<file path="src/include/swc_defines.svh">
`ifndef SWC_DEFINES_SVH
`define SWC_DEFINES_SVH

// Expanded register file, bank F
`define SWC_ADDR_WAKE_CFG 8'h0B
`define SWC_ADDR_WAKE_CFG2 8'h0D

// Field positions
`define SWC_BIT_FLAG 7
`define SWC_BIT_POL 6
`define SWC_BIT_DLY 5
`define SWC_SRC_HI 4
`define SWC_SRC_LO 2
`define SWC_BIT_DIV 0

// Reset values
`define SWC_WAKE_CFG_RST 8'h00
`define SWC_WAKE_CFG2_RST 8'h00

// Source codes
`define SWC_SRC_POR_ONLY 3'h0
`define SWC_SRC_P2_NAND4 3'h1
`define SWC_SRC_P2_NAND8 3'h2
`define SWC_SRC_P3_NOR 3'h3
`define SWC_SRC_P3_NAND 3'h4
`define SWC_SRC_P30_NOR 3'h5
`define SWC_SRC_P30_NAND 3'h6
`define SWC_SRC_P32_NAND 3'h7

// Recovery reset delays in clock cycles
`define SWC_DLY_SHORT_CYC 16
`define SWC_DLY_LONG_CYC 64

`endif

</file>
<file path="src/include/swc_pkg.sv">
package swc_pkg;

  typedef enum logic [1:0] {
    SWC_RUN = 2'b00,
    SWC_STOP = 2'b01,
    SWC_DELAY = 2'b10
  } swc_state_t;

  typedef struct packed {
    logic pol;
    logic dly;
    logic [2:0] src;
    logic div;
  } swc_cfg_t;

  typedef struct packed {
    logic [7:0] p0;
    logic [7:0] p0_is_out;
    logic [7:0] p2;
    logic [7:0] p2_is_out;
    logic [3:1] p3;
  } swc_pins_t;

endpackage

</file>
<file path="src/swc_stop_wake.sv">
// Functional notes
// - Flag set on stop exit, cleared by reset
// - Config bits write-only, flag bit read-only
// - Bit 6 picks low or high wake level
// - Bit 5 picks the recovery reset delay
// - Bits 4..2 select the wake source
// - Bit 0 divides system and timer clocks
// - Source codes 000 to 100 decode as listed
// - Codes 101/110 add port 0 bits 0,7
// - Code 111 adds port 2 bits 2..0
// - Pins configured as outputs are ignored
// - Second register resets to zero, reserved zero
// - Either register's source can wake alone
`timescale 1ns/1ps
`default_nettype none
`include "swc_defines.svh"

module swc_stop_wake #(
  parameter int unsigned SHORT_DLY_CYC = `SWC_DLY_SHORT_CYC,
  parameter int unsigned LONG_DLY_CYC = `SWC_DLY_LONG_CYC
) (
  input wire logic i_clk,
  input wire logic i_rst,
  input wire logic i_ce,
  input wire logic i_reg_wr,
  input wire logic i_reg_rd,
  input wire logic [7:0] i_reg_addr,
  input wire logic [7:0] i_reg_wdata,
  input wire logic i_stop_req,
  input wire swc_pkg::swc_pins_t i_pins,
  output logic [7:0] o_reg_rdata,
  output logic o_reg_rvalid,
  output logic o_stop_mode,
  output logic o_recovery_rst,
  output logic o_wake_done,
  output logic o_clk_div16
);

  localparam int unsigned CW = 16;

  swc_pkg::swc_cfg_t cfg_q;
  swc_pkg::swc_cfg_t cfg2_q;
  swc_pkg::swc_state_t state_q;
  swc_pkg::swc_state_t state_d;
  logic flag_q;
  logic [CW-1:0] cnt_q;
  logic [CW-1:0] cnt_d;
  logic [7:0] rdata_q;
  logic rvalid_q;
  logic stop_q;
  logic rst_out_q;
  logic done_q;
  logic div_q;

  // Register decode
  wire sel_cfg = i_reg_addr == `SWC_ADDR_WAKE_CFG;
  wire sel_cfg2 = i_reg_addr == `SWC_ADDR_WAKE_CFG2;
  wire wr_cfg = i_ce & i_reg_wr & sel_cfg;
  wire wr_cfg2 = i_ce & i_reg_wr & sel_cfg2;
  // Only the flag is visible; everything else reads as zero
  wire [7:0] rd_mux = sel_cfg ? {flag_q, 7'h00} : 8'h00;

  // Pins driven as outputs are forced to the neutral value of each gate
  wire [7:0] p0_nand = i_pins.p0 | i_pins.p0_is_out;
  wire [7:0] p0_nor = i_pins.p0 & ~i_pins.p0_is_out;
  wire [7:0] p2_nand = i_pins.p2 | i_pins.p2_is_out;
  wire [3:1] p3 = i_pins.p3;

  wire g_p2_lo4 = ~&p2_nand[3:0];
  wire g_p2_all = ~&p2_nand;
  wire g_p3_nor = ~|p3;
  wire g_p3_nand = ~&p3;
  wire g_p30_nor = ~|{p3, p0_nor[7], p0_nor[0]};
  wire g_p30_nand = ~&{p3, p0_nand[7], p0_nand[0]};
  wire g_p32_nand = ~&{p3, p2_nand[2:0]};

  function automatic logic src_match(input logic [2:0] src, input logic pol, input logic [7:1] g);
    logic gate;
    gate = 1'b0;
    unique case (src)
      `SWC_SRC_POR_ONLY: gate = 1'b0;
      `SWC_SRC_P2_NAND4: gate = g[1];
      `SWC_SRC_P2_NAND8: gate = g[2];
      `SWC_SRC_P3_NOR: gate = g[3];
      `SWC_SRC_P3_NAND: gate = g[4];
      `SWC_SRC_P30_NOR: gate = g[5];
      `SWC_SRC_P30_NAND: gate = g[6];
      `SWC_SRC_P32_NAND: gate = g[7];
    endcase
    // Level at the xor input: pol 0 wakes on low, pol 1 on high
    src_match = (src != `SWC_SRC_POR_ONLY) && (gate == pol);
  endfunction

  wire [7:1] gates = {g_p32_nand, g_p30_nand, g_p30_nor, g_p3_nand, g_p3_nor, g_p2_all, g_p2_lo4};
  wire wake1 = src_match(cfg_q.src, cfg_q.pol, gates);
  wire wake2 = src_match(cfg2_q.src, cfg2_q.pol, gates);
  wire wake_any = wake1 | wake2;

  wire [CW-1:0] dly_load = cfg_q.dly ? CW'(LONG_DLY_CYC - 1) : CW'(SHORT_DLY_CYC - 1);
  wire dly_end = (state_q == swc_pkg::SWC_DELAY) && (cnt_q == '0);

  always_comb begin
    state_d = state_q;
    cnt_d = cnt_q;
    unique case (state_q)
      swc_pkg::SWC_RUN: begin
        if (i_stop_req) begin
          state_d = swc_pkg::SWC_STOP;
        end
      end
      swc_pkg::SWC_STOP: begin
        // Level sensed every cycle, first match wins
        if (wake_any) begin
          state_d = swc_pkg::SWC_DELAY;
          cnt_d = dly_load;
        end
      end
      swc_pkg::SWC_DELAY: begin
        if (cnt_q == '0) begin
          state_d = swc_pkg::SWC_RUN;
        end else begin
          cnt_d = cnt_q - CW'(1);
        end
      end
      default: begin
        state_d = swc_pkg::SWC_RUN;
      end
    endcase
  end

  always_ff @(posedge i_clk) begin
    if (i_rst) begin
      cfg_q <= swc_pkg::swc_cfg_t'(6'h00);
      cfg2_q <= swc_pkg::swc_cfg_t'(6'h00);
    end else if (i_ce) begin
      if (wr_cfg) begin
        cfg_q <= {i_reg_wdata[`SWC_BIT_POL], i_reg_wdata[`SWC_BIT_DLY],
                  i_reg_wdata[`SWC_SRC_HI:`SWC_SRC_LO], i_reg_wdata[`SWC_BIT_DIV]};
      end
      // Reserved bits are not stored, so they can never steer anything
      if (wr_cfg2) begin
        cfg2_q <= {i_reg_wdata[`SWC_BIT_POL], 1'b0, i_reg_wdata[`SWC_SRC_HI:`SWC_SRC_LO], 1'b0};
      end
    end
  end

  // Flag survives stop recovery; only power-on reset clears it
  always_ff @(posedge i_clk) begin
    if (i_rst) begin
      flag_q <= 1'b0;
    end else if (i_ce && dly_end) begin
      flag_q <= 1'b1;
    end
  end

  always_ff @(posedge i_clk) begin
    if (i_rst) begin
      state_q <= swc_pkg::SWC_RUN;
      cnt_q <= '0;
    end else if (i_ce) begin
      state_q <= state_d;
      cnt_q <= cnt_d;
    end
  end

  always_ff @(posedge i_clk) begin
    if (i_rst) begin
      rdata_q <= 8'h00;
      rvalid_q <= 1'b0;
      stop_q <= 1'b0;
      rst_out_q <= 1'b0;
      done_q <= 1'b0;
      div_q <= 1'b0;
    end else if (i_ce) begin
      rdata_q <= i_reg_rd ? rd_mux : 8'h00;
      rvalid_q <= i_reg_rd;
      // Mirrors state_q so the stop indication leaves a flip-flop directly
      stop_q <= state_d == swc_pkg::SWC_STOP;
      rst_out_q <= state_d == swc_pkg::SWC_DELAY;
      done_q <= dly_end;
      div_q <= wr_cfg ? i_reg_wdata[`SWC_BIT_DIV] : cfg_q.div;
    end
  end

  assign o_reg_rdata = rdata_q;
  assign o_reg_rvalid = rvalid_q;
  assign o_stop_mode = stop_q;
  assign o_recovery_rst = rst_out_q;
  assign o_wake_done = done_q;
  assign o_clk_div16 = div_q;
endmodule

`default_nettype wire

</file>
<file path="config.mk">
export PLATFORM = sky130hd
export DESIGN_NAME = swc_stop_wake
export DESIGN_NICKNAME = d
export VERILOG_FILES = /design/src/include/swc_pkg.sv /design/src/swc_stop_wake.sv
export VERILOG_INCLUDE_DIRS = /design/src /design/src/include
export SDC_FILE = /design/constraint.sdc
export NUM_CORES = 1
export LEC_CHECK = 0
export BUFFER_PORTS_ARGS = -buffer_cell sky130_fd_sc_hd__buf_2
export CORE_MARGIN = 10
export CORE_UTILIZATION = 50
export CTS_BUF_LIST = sky130_fd_sc_hd__clkbuf_8
export CTS_CLUSTER_DIAMETER = 80
export DETAILED_ROUTE_END_ITERATION = 10
export PLACE_DENSITY_LB_ADDON = 0.12
export SETUP_SLACK_MARGIN = 0.05
export SYNTH_ARGS = -nofsm -noshare
export SYNTH_HDL_FRONTEND = slang
export SYNTH_SLANG_ARGS = --single-unit
</file>
<file path="constraint.sdc">
create_clock -name i_clk -period 7.9 [get_ports i_clk]
set_input_delay 1.185 -clock i_clk [delete_from_list [all_inputs] [get_ports i_clk]]
set_output_delay 1.185 -clock i_clk [all_outputs]
set_load 0.01 [all_outputs]
</file>
==> results.md, run 1 <==
* Unique cell type count in the Yosys netlist at 54
* P_sw at around 80 uW
* Final wirelength at 4.70 mm
* Yosys top cell area share at 0.354
* Hold buffers post-CTS at 0
* Antenna violations before repair at 0
* Worst min path class: reg -> reg
* RSZ-0062 raised after global routing: no
* Main area contributors after synthesis: dfxtp_1, a21oi_1, mux2i_1
* Final min period at approximately 3400 ps
* Place WS at 4250 ps
* Worst setup margin at 4540 ps
* Flip-flop and latch count after synthesis at 35
* Cell type with the largest total area after synthesis: dfxtp_1
* First-pass GRT wire length at between 7 and 8 mm
* Syn_area_per_cell at 8.28 um2
* Post-synth EDFFs at 0
* Routed vias at ~1900
* Rel. slew slack at 0.166
* Largest net degree at the start of global routing at 27
* DIE WIDTH at around 83 um
* Synthesized area at 0.00198 mm2
* # fillers at 369
* Clk root buf: clkbuf_8
* Status: completed
* Final-report hold violation count at 0
* Tightest Pin Transition at roughly 1200 ps
* Cts repair resizes at 0
* Combinational share of power at 0.093
* PortBufs at 48
* Leakage at 0.933 nW
* Switching Share at 0.243
* WHS at 447 ps
* Antenna Cells at 0
* Util after Layout at 0.610
* Leading cell type in the layout, fill and taps excluded: buf_2
* TritonCTS clock tree: built
* Setup TNS at 0 ps
* Initial core utilization at 0.528
* Drt wl/cell at 14.1 um
* Max Cap Viol at 0
* Total GRT Usage at 0.135
* Setup violators final at 0
* Clk_lat worst skew at 290 ps
* Grt total ovfl at 0
* # DRC at 0
* Vias in the first global route at 1819
* Area growth syn-to-layout at 15.4%
* Area of the die at 0.00687 mm2
* DRT Pass-1 Iters at 4
* Row cnt at 22
* CP Class: in -> reg
* Fmax at about 300 MHz
* Top_reg_cell synth: dfxtp_1
* Power Density at between 100 and 150 mW/mm2
* Pint at 251 uW
* WP data required at roughly 8100 ps
* Startpoint Class: primary input
* Post-route insts no fill at 334
* Layout cells sized above 1 at 0.224
* TritonCTS Sinks at 35
* Clk pwr share at 0.365
* DP HPWL at between 3 and 4 mm
* Tcrit/Tclk final at 0.425
* Worst Path Arrival at around 3600 ps
* Synth async-reset ratio at 0
* Vias per Instance at ~5.6
* DP Cell Count at roughly 330
* Sequential Power Share at 0.541
* Gpl congestion at 0.860
* Final net count at approximately 340
* Clock skew at 6.07 ps
* DR iter-0 viols at between 90 and 100
* Slew Viols, Final at 0
* CTS Buffer Depth at 2
* Clock transition at the registers of the reported paths at 70 ps
* Commonest non-fill, non-tap cells in the layout: buf_2, dfxtp_1, a21oi_1, nor2_1, nand2_1
* Final ANT Viol Nets at 0
* Core area at 0.00374 mm2
* Ports at 70
* Warnings from Yosys at 0
* Crit path max fanout at 12
* Setup Buffers After CTS at 0
* CTS Buf Count at 5
* Die Span Y at 82.9 um
* H-tree depth at 2
* Kind of end point of the critical path: register
* Sequential share of the synthesized area at 0.354
* Peak VDD IR at 0.105 mV
* Cells after synthesis at 239
-- area by class of cell --
class | count | area (um2) | area share
well taps | 48 | 60.1 | 0.0263
clock inverters | 3 | 12.5 | 0.00548
flip-flops and latches | 35 | 701 | 0.307
multi-input cells | 188 | 1170 | 0.515
repair buffers | 48 | 240 | 0.105
inverters | 7 | 26.3 | 0.0115
clock buffers | 5 | 68.8 | 0.0301
-- stage by stage --
step                cell area, um2  total power [mW]
floorplan                     2000             0.202
global placement              2200             0.214
detailed placement            2200             0.214
CTS                           2280             0.335
global route                  2280             0.349
finish                        2280             0.331
-- path summary, 6_finish.rpt --
path	from	endpoint	slack, ps	cells after the start
setup / recovery	i_pins[2]	cnt_q[8]	4540	9
setup reg to reg	cnt_q[0]	cnt_q[9]	4950	10
hold / removal	flag_q	flag_q	450	2
hold reg to reg	flag_q	flag_q	450	2
-- critical path: stages --
cell and delay (ps):
buf_2 100, nand3_1 110, nor3_1 340, o22ai_1 140
a2111oi_0 500, mux2_2 340, a21o_1 420, nand2_1 140
o31ai_1 280
-- logic make-up (layout without fill, tap and decap cells) --
| group | count (synthesis) | count (layout) | synth area share |
|---|---|---|---|
| other | 1 | 7 | 0.00190 |
| AO/OA/AOI/OAI | 73 | 73 | 0.244 |
| adder cells (fa/ha/maj) | 1 | 1 | 0.00632 |
| multiplexers | 11 | 11 | 0.0563 |
| flip-flops | 35 | 35 | 0.354 |
| buffers and inverters | 22 | 63 | 0.0633 |
| AND/OR/NAND/NOR | 96 | 96 | 0.275 |
-- sequential cells by signal, summed over array words and instances, names as in the netlist --
register	count
cfg_q	6
o_stop_mode	1
o_reg_rvalid	1
o_reg_rdata	1
state_q	2
o_wake_done	1
flag_q	1
cfg2_q	4
cnt_q	16
o_recovery_rst	1
o_clk_div16	1
-- per-layer routing --
metal	vias to the layer above	GRT usage	routed length, um
li1	967	-	-
met1	846	0.161	2200
met2	37	0.215	2170
met3	7	0.0430	256
met4	0	0.0585	76
met5	-	0	0
-- synth_stat cells (all sizes together) (4+ instances only) --
cell,instances
dfxtp,35
a21oi,29
nor2,21
nand2,19
buf,12
o21ai,11
mux2i,10
nor2b,8
inv,7
nand3,7
nand2b,6
o22ai,6
o31ai,6
nand4b,5
nor3,5
or4,5
nor3b,4
-- power groups by stage --
stage | clock (mW) | sequential (mW) | combinational (mW)
2_1_floorplan | 0 | 0.184 | 0.0180
3_3_place_gp | 0 | 0.183 | 0.0304
3_5_place_dp | 0 | 0.183 | 0.0309
4_1_cts | 0.124 | 0.179 | 0.0310
5_1_grt | 0.134 | 0.180 | 0.0349
6_report | 0.121 | 0.179 | 0.0310
No activity file was read; power rests on OpenSTA's default activity.
==> run 2: changes to the inputs <==
--- a/config.mk
+++ b/config.mk
@@ -6,9 +6,10 @@
 export SDC_FILE = /design/constraint.sdc
 export NUM_CORES = 1
 export LEC_CHECK = 0
+export ABC_AREA = 1
 export BUFFER_PORTS_ARGS = -buffer_cell sky130_fd_sc_hd__buf_2
 export CORE_MARGIN = 10
-export CORE_UTILIZATION = 50
+export CORE_UTILIZATION = 48
 export CTS_BUF_LIST = sky130_fd_sc_hd__clkbuf_8
 export CTS_CLUSTER_DIAMETER = 80
 export DETAILED_ROUTE_END_ITERATION = 10
==> constraint.sdc (replaced) <==
create_clock -name i_clk -period 3.08 [get_ports i_clk]
set_input_delay 0.462 -clock i_clk [delete_from_list [all_inputs] [get_ports i_clk]]
set_output_delay 0.462 -clock i_clk [all_outputs]
set_load 0.01 [all_outputs]
==> results.md, run 2 <==
* Status: completed
* Switching Share at 0.285 (+0.0425)
* DP HPWL at 4.16 mm (+14%)
* Routed vias at 2279 (+23%)
* Worst Path Arrival at 2450 ps (-1110 ps)
* Hold EP: o_reg_rvalid
* CP Class: reg -> reg
* Sequential Power Share at 0.449 (-0.092)
* Design area at 0.00263 mm2 (+15%)
* Power Total at 1.05 mW (+220%)
* Leading cell type in the layout, fill and taps excluded: nand2_1
* # fillers at 470 (+27%)
* Util after Layout at 0.561 (-0.0489)
* Most used cell, CP: nor2_1
* Final net count at 468 (+36%)
* Yosys top cell area share at 0.304 (-0.0502)
* Power Density at 398 mW/mm2 (+170%)
* Grt total ovfl at 0 (unchanged)
* Max Cap Viol at 0 (unchanged)
* Min-Delay Startpoint: i_reg_rd
* Cells after synthesis at 364 (+52%)
* End of the worst register-to-register path: cnt_q[5]
* PortBufs at 48 (unchanged)
* Area growth syn-to-layout at 14.2%
* Max stage delay on crit path at 390 ps (-110 ps)
* WHS at 449 ps (+1.96 ps)
* Clock transition at the registers of the reported paths at 70 ps (about the same)
* Clk_lat worst skew at 290 ps (about the same)
* Tightest Pin Transition at 502 ps (-747 ps)
* Hold buffers post-CTS at 0 (unchanged)
* Pint at 750 uW (+200%)
* Core area at 0.00469 mm2 (+25%)
* Crit-path slowest cell: dfxtp_1
* Synthesized area at 0.00230 mm2 (+17%)
* Top_reg_cell synth: dfxtp_1
* Worst min path class: in -> reg
* Final min period at approximately 2200 ps
* Commonest non-fill, non-tap cells in the layout: nand2_1, buf_2, inv_1, nor2_1, dfxtp_1
* Place WS at 865 ps (-3390 ps)
* Crit path max fanout at 17 (+5)
* # DRC at 0 (unchanged)
* Critical R2R Launch: cnt_q[0]
* Unique cell type count in the Yosys netlist at 32 (-41%)
* Main area contributors after synthesis: dfxtp_1, nand2_1, inv_1
* Cts repair resizes at 0 (unchanged)
* Antenna violations before repair at 0 (unchanged)
* Startpoint Class: register
* DIE WIDTH at 89.3 um (+7.7%)
* WP data required at 3310 ps (-4790 ps)
* First-pass GRT wire length at 8.75 mm (+9.5%)
* Synth async-reset ratio at 0 (unchanged)
* Commonest cells in the synthesized netlist: nand2_1, inv_1, nor2_1, dfxtp_1, nand3_1
* Die Span Y at 89.3 um (+7.7%)
* Sequential share of the synthesized area at 0.304 (-0.0502)
* Clk root buf: clkbuf_8
* Drt wl/cell at 11.4 um (-19%)
* R2R cell count at 13 (+3)
* Post-synth EDFFs at 0 (unchanged)
* Top Registers: cnt_q: 16 flops, cfg_q: 6 flops, cfg2_q: 4 flops
* Leakage at 1.26 nW (+35%)
* Clock skew at 8.92 ps (+2.85 ps)
* DR iter-0 viols at 137 (+44%)
* Ports at 70 (unchanged)
* Worst setup margin at 860 ps (-3680 ps)
* Worst-path cell chain: inv_1, ha_1, inv_1, nor3_2, nand2_1, nor2_2, nor2_1, nor2_1, nor2_4, nand2_4, inv_1, nor2_1, nor2_1
* DP Cell Count at 457 (+40%)
* Area of the die at 0.00797 mm2 (+16%)
* Setup violators final at 0 (unchanged)
* Largest net degree at the start of global routing at 23 (-15%)
* Peak VDD IR at 0.302 mV (+190%)
* CTS Buffer Depth at 2 (unchanged)
* Max reg flops at 16 (unchanged)
* Row cnt at 25 (+14%)
* DRT Pass-1 Iters at 4 (unchanged)
* CP Buf/Inv Count at 3 (+2)
* Tcrit/Tclk final at 0.721
* Worst path top cell family by delay: simple AND/OR/NAND/NOR gates
* Vias per Instance at 4.90 (-12%)
* Count leader, synth: nand2_1
* TritonCTS Sinks at 35 (unchanged)
* Flop2flop setup slack at 860 ps (-4090 ps)
* H-tree depth at 2 (unchanged)
* Flip-flop and latch count after synthesis at 35 (unchanged)
* Gpl congestion at 0.906 (+5.4%)
* RSZ-0062 raised after global routing: no
* Total GRT Usage at 0.138 (+0.00373)
* P_sw at 299 uW (+270%)
* Clk pwr share at 0.352 (-0.013)
* Layout cells sized above 1 at 0.212 (-0.0121)
* Warnings from Yosys at 0 (unchanged)
* CTS Buf Count at 5 (unchanged)
* Final-report hold violation count at 0 (unchanged)
* Kind of end point of the critical path: register
* Setup TNS at 0 ps (unchanged)
* Initial core utilization at 0.491 (-0.0372)
* Cell type with the largest total area after synthesis: dfxtp_1
* Largest Register: cnt_q
* Post-route insts no fill at 465 (+39%)
* Vias in the first global route at 1998 (+9.8%)
* Rel. slew slack at 0.662 (+0.497)
* Antenna Cells at 0 (unchanged)
* Post-DP Area at 0.00253 mm2 (+15%)
* Syn_area_per_cell at 6.33 um2 (-24%)
* Final wirelength at 5.31 mm (+13%)
* Hold path cells at 3 (+1)
* Slew Viols, Final at 0 (unchanged)
* Area of the multi-input gates at 0.00132 mm2 (+12%)
* FF/Latch Area at 701 um2 (unchanged)
* Combinational share of power at 0.199 (+0.106)
* Final ANT Viol Nets at 0 (unchanged)
* Fmax at 450 MHz
* TritonCTS clock tree: built
* Setup Buffers After CTS at 0 (unchanged)
-- run 2: changes by cell type after synthesis, moves of 7 or more --
| cell | delta |
|---|---|
| o21ai_1 | -7 |
| nor3_1 | +10 |
| mux2i_1 | -10 |
| nand2_1 | +59 |
| nor2_1 | +25 |
| o21ai_0 | +8 |
| nor2b_1 | -8 |
| nand4_1 | +7 |
| nand3_1 | +24 |
| inv_1 | +39 |
-- run 2: per-layer routing --
| metal | GRT usage | up-vias | share of wire |
|---|---|---|---|
| li1 | - | 1245 | - |
| met1 | 0.172 | 967 | 0.48 |
| met2 | 0.218 | 62 | 0.43 |
| met3 | 0.0465 | 5 | 0.075 |
| met4 | 0.0491 | 0 | 0.013 |
| met5 | 0 | - | 0 |
-- run 2: worst max-delay path by stage --
stage / start / end / slack, ps / cells past startpoint
6_report: cnt_q[0] / cnt_q[5] / 860 / 13
4_1_cts: cnt_q[0] / cnt_q[14] / 860 / 12
3_3_place_gp: cnt_q[0] / cnt_q[5] / 890 / 13
5_1_grt: cnt_q[0] / cnt_q[5] / 670 / 13
2_1_floorplan: cnt_q[0] / cnt_q[11] / 1320 / 13
3_5_place_dp: cnt_q[0] / cnt_q[14] / 870 / 12
-- run 2: kinds of logic after synthesis --
kind of cell	share of synthesized area
buf+inv	0.132
xor+xnor	0.0380
flops	0.304
other cells	0.00163
fa+ha+maj	0.00543
compound gates	0.110
simple gates	0.409
-- run 2: area by class of cell --
type,count,area share
clock buffers,7,0.0366
clock inverters,1,0.00285
inverters,53,0.0756
repair buffers,48,0.0913
flip-flops and latches,35,0.266
multi-input cells,267,0.502
well taps,54,0.0257
-- run 2: worst min-delay path, cell delays in order --
cell     delay [ps]
buf_2            90
nand2_1          70
a21oi_1          60
-- run 2: power groups by stage --
stage | logic (mW) | registers (mW) | clock network, mW
2_1_floorplan | 0.160 | 0.481 | 0
3_3_place_gp | 0.205 | 0.481 | 0
3_5_place_dp | 0.207 | 0.481 | 0
4_1_cts | 0.208 | 0.471 | 0.380
5_1_grt | 0.237 | 0.473 | 0.396
6_report | 0.208 | 0.471 | 0.370
==> run 3: changes to the inputs <==
--- a/config.mk
+++ b/config.mk
@@ -6,10 +6,10 @@
 export SDC_FILE = /design/constraint.sdc
 export NUM_CORES = 1
 export LEC_CHECK = 0
-export ABC_AREA = 1
+export ABC_AREA = 0
 export BUFFER_PORTS_ARGS = -buffer_cell sky130_fd_sc_hd__buf_2
 export CORE_MARGIN = 10
-export CORE_UTILIZATION = 48
+export CORE_UTILIZATION = 46
 export CTS_BUF_LIST = sky130_fd_sc_hd__clkbuf_8
 export CTS_CLUSTER_DIAMETER = 80
 export DETAILED_ROUTE_END_ITERATION = 10
==> constraint.sdc (replaced) <==
create_clock -name i_clk -period 1.8 [get_ports i_clk]
set_input_delay 0.27 -clock i_clk [delete_from_list [all_inputs] [get_ports i_clk]]
set_output_delay 0.27 -clock i_clk [all_outputs]
set_load 0.01 [all_outputs]
==> results.md, run 3 (same netlist as run 1, synthesis figures left out) <==
* CTS Buffer Depth at 2 (unchanged)
* Vias per Instance at 5.36 (+9.4%)
* Final net count at 396 (-15%)
* Final wirelength at 5.71 mm (+7.5%)
* Leading cell type in the layout, fill and taps excluded: buf_4
* Status: finished, violations left
* Worst setup margin at -819 ps (-1680 ps)
* Initial core utilization at 0.484 (-0.00712)
* WP data required at 2010 ps (-1300 ps)
* Vias in the first global route at 2059 (+3.1%)
* Antenna Cells at 0 (unchanged)
* Routed vias at 2080 (-8.7%)
* Clock transition at the registers of the reported paths at 70 ps (about the same)
* Final ANT Viol Nets at 0 (unchanged)
* Largest net degree at the start of global routing at 26 (+13%)
* DR iter-0 viols at 130 (-5.1%)
* Fmax at 382 MHz (-15%)
* # DRC at 0 (unchanged)
* Largest Register: cnt_q
* PortBufs at 48 (unchanged)
* Max reg flops at 16 (unchanged)
* H-tree depth at 2 (unchanged)
* Crit path max fanout at 18 (+1)
* Final min period at 2620 ps (+399 ps)
* Tcrit/Tclk final at 1.45 (+0.734)
* Power Total at 1.65 mW (+57%)
* TritonCTS clock tree: built
* Clk root buf: clkbuf_8
* Violated checks: negative setup slack
* Clock skew at 5.90 ps (-3.01 ps)
* Slew Viols, Final at 0 (unchanged)
* DP HPWL at 4.39 mm (+5.6%)
* Leakage at 1.27 nW (+0.71%)
* Area of the die at 0.00732 mm2 (-8.1%)
* Power Density at 566 mW/mm2 (+42%)
* CP Class: reg -> reg
* Routed met3 length at 350 um (-13%)
* Grt total ovfl at 0 (unchanged)
* Startpoint Class: register
* Row cnt at 23 (-8.0%)
* Commonest non-fill, non-tap cells in the layout: buf_4, buf_2, dfxtp_1, nor2_1, a21oi_1
* Core area at 0.00409 mm2 (-13%)
* DR top layer: met4
* Gpl congestion at 0.836 (-7.8%)
* Setup violators final at 22 (+22)
* TritonCTS Sinks at 35 (unchanged)
* First-pass GRT wire length at 9.58 mm (+9.5%)
* Met2 wire len at 2.62 mm (+14%)
* Post-DP Area at 0.00269 mm2 (+6.5%)
* RSZ-0062 raised after global routing: yes
* DRT Pass-1 Iters at 4 (unchanged)
* Worst Path Arrival at 2830 ps (+380 ps)
* Final-report hold violation count at 0 (unchanged)
* Die Span Y at 85.6 um (-4.2%)
* Clk_lat worst skew at 290 ps (about the same)
* Top Registers: cnt_q: 16 flops, cfg_q: 6 flops, cfg2_q: 4 flops
* DIE WIDTH at 85.6 um (-4.2%)
* Design area at 0.00292 mm2 (+11%)
* Max Cap Viol at 0 (unchanged)
* Area growth syn-to-layout at 47.6%
* Total GRT Usage at 0.156 (+0.0179)
* Antenna violations before repair at 0 (unchanged)
* CTS Buf Count at 5 (unchanged)
* Worst min path class: in -> reg
* Drt wl/cell at 14.7 um (+29%)
* DRT met1 WL at 2.66 mm (+4.6%)
* Layout cells sized above 1 at 0.453 (+0.241)
* Ports at 70 (unchanged)
* Kind of end point of the critical path: register
* Peak VDD IR at 0.400 mV (+32%)
-- run 3: cell count changes in the layout (fill, tap and decap cells not counted), moves of 11 or more --
cell	change
nand3_1	-26
inv_1	-41
nor2_1	-26
nor3_1	-11
buf_4	+51
nand2_1	-61
-- run 3: cell type report --
class | instances | area [um2]
Multi-Input combinational cell | 188 | 1370
Fill cell | 326 | 1170
Sequential cell | 35 | 708
Timing Repair Buffer | 101 | 654
Clock buffer | 5 | 68.8
Tap cell | 50 | 62.6
Clock inverter | 2 | 33.8
Inverter | 7 | 26.3
-- run 3: metrics by stage --
| stage | instances | setup slack, ps | TNS (ps) | hold slack (ps) | utilization |
|---|---|---|---|---|---|
| detailed placement | 378 | -905 | -16840 | 445 | 0.659 |
| finish | 388 | -819 | -15640 | 234 | 0.714 |
| CTS | 386 | -819 | -15240 | 236 | 0.698 |
| global placement | 378 | -843 | -15530 | 442 | 0.659 |
| floorplan | 245 | -833 | -14300 | 417 | - |
| global route | 388 | -927 | -17550 | 253 | 0.714 |
-- run 3: final timing paths --
path | start | end | slack, ps | cells past startpoint
hold reg to reg | o_reg_rdata[7] | o_reg_rdata[7] | 460 | 2
hold / removal | i_reg_wdata[5] | cfg_q[4] | 230 | 3
setup / recovery | cnt_q[0] | cnt_q[12] | -820 | 11
setup reg to reg | cnt_q[0] | cnt_q[12] | -820 | 11
-- run 3: what timing repair did --
item                                    4_1_cts  5_1_grt
hold buffers                                  0        0
cloned                                        0        0
setup buffers                                 1        2
pin swaps                                     4        5
endpoints found under the setup margin       22       22
resized for setup                            12       14
-- run 3: critical path, stage by stage (launching register included) --
cell     delay (ps)
dfxtp_2         330
inv_2            60
ha_4            120
or3b_4          370
or4_4           430
or4b_4          510
nand3_2         110
o31ai_4          80
a21oi_4         140
buf_12          160
o21ai_1          60
a21oi_1         170
-- run 3: per-layer routing --
metal | track usage | vias up
met5 | 0 | -
met4 | 0.0494 | 0
met3 | 0.0464 | 8
met2 | 0.248 | 50
met1 | 0.198 | 945
li1 | - | 1077
-- run 3: where the power goes --
group	leakage, nW	internal [mW]	total, mW	switching (mW)
combinational	0.926	0.0894	0.189	0.0995
sequential	0.285	0.779	0.783	0.00318
clock	0.0554	0.400	0.680	0.280
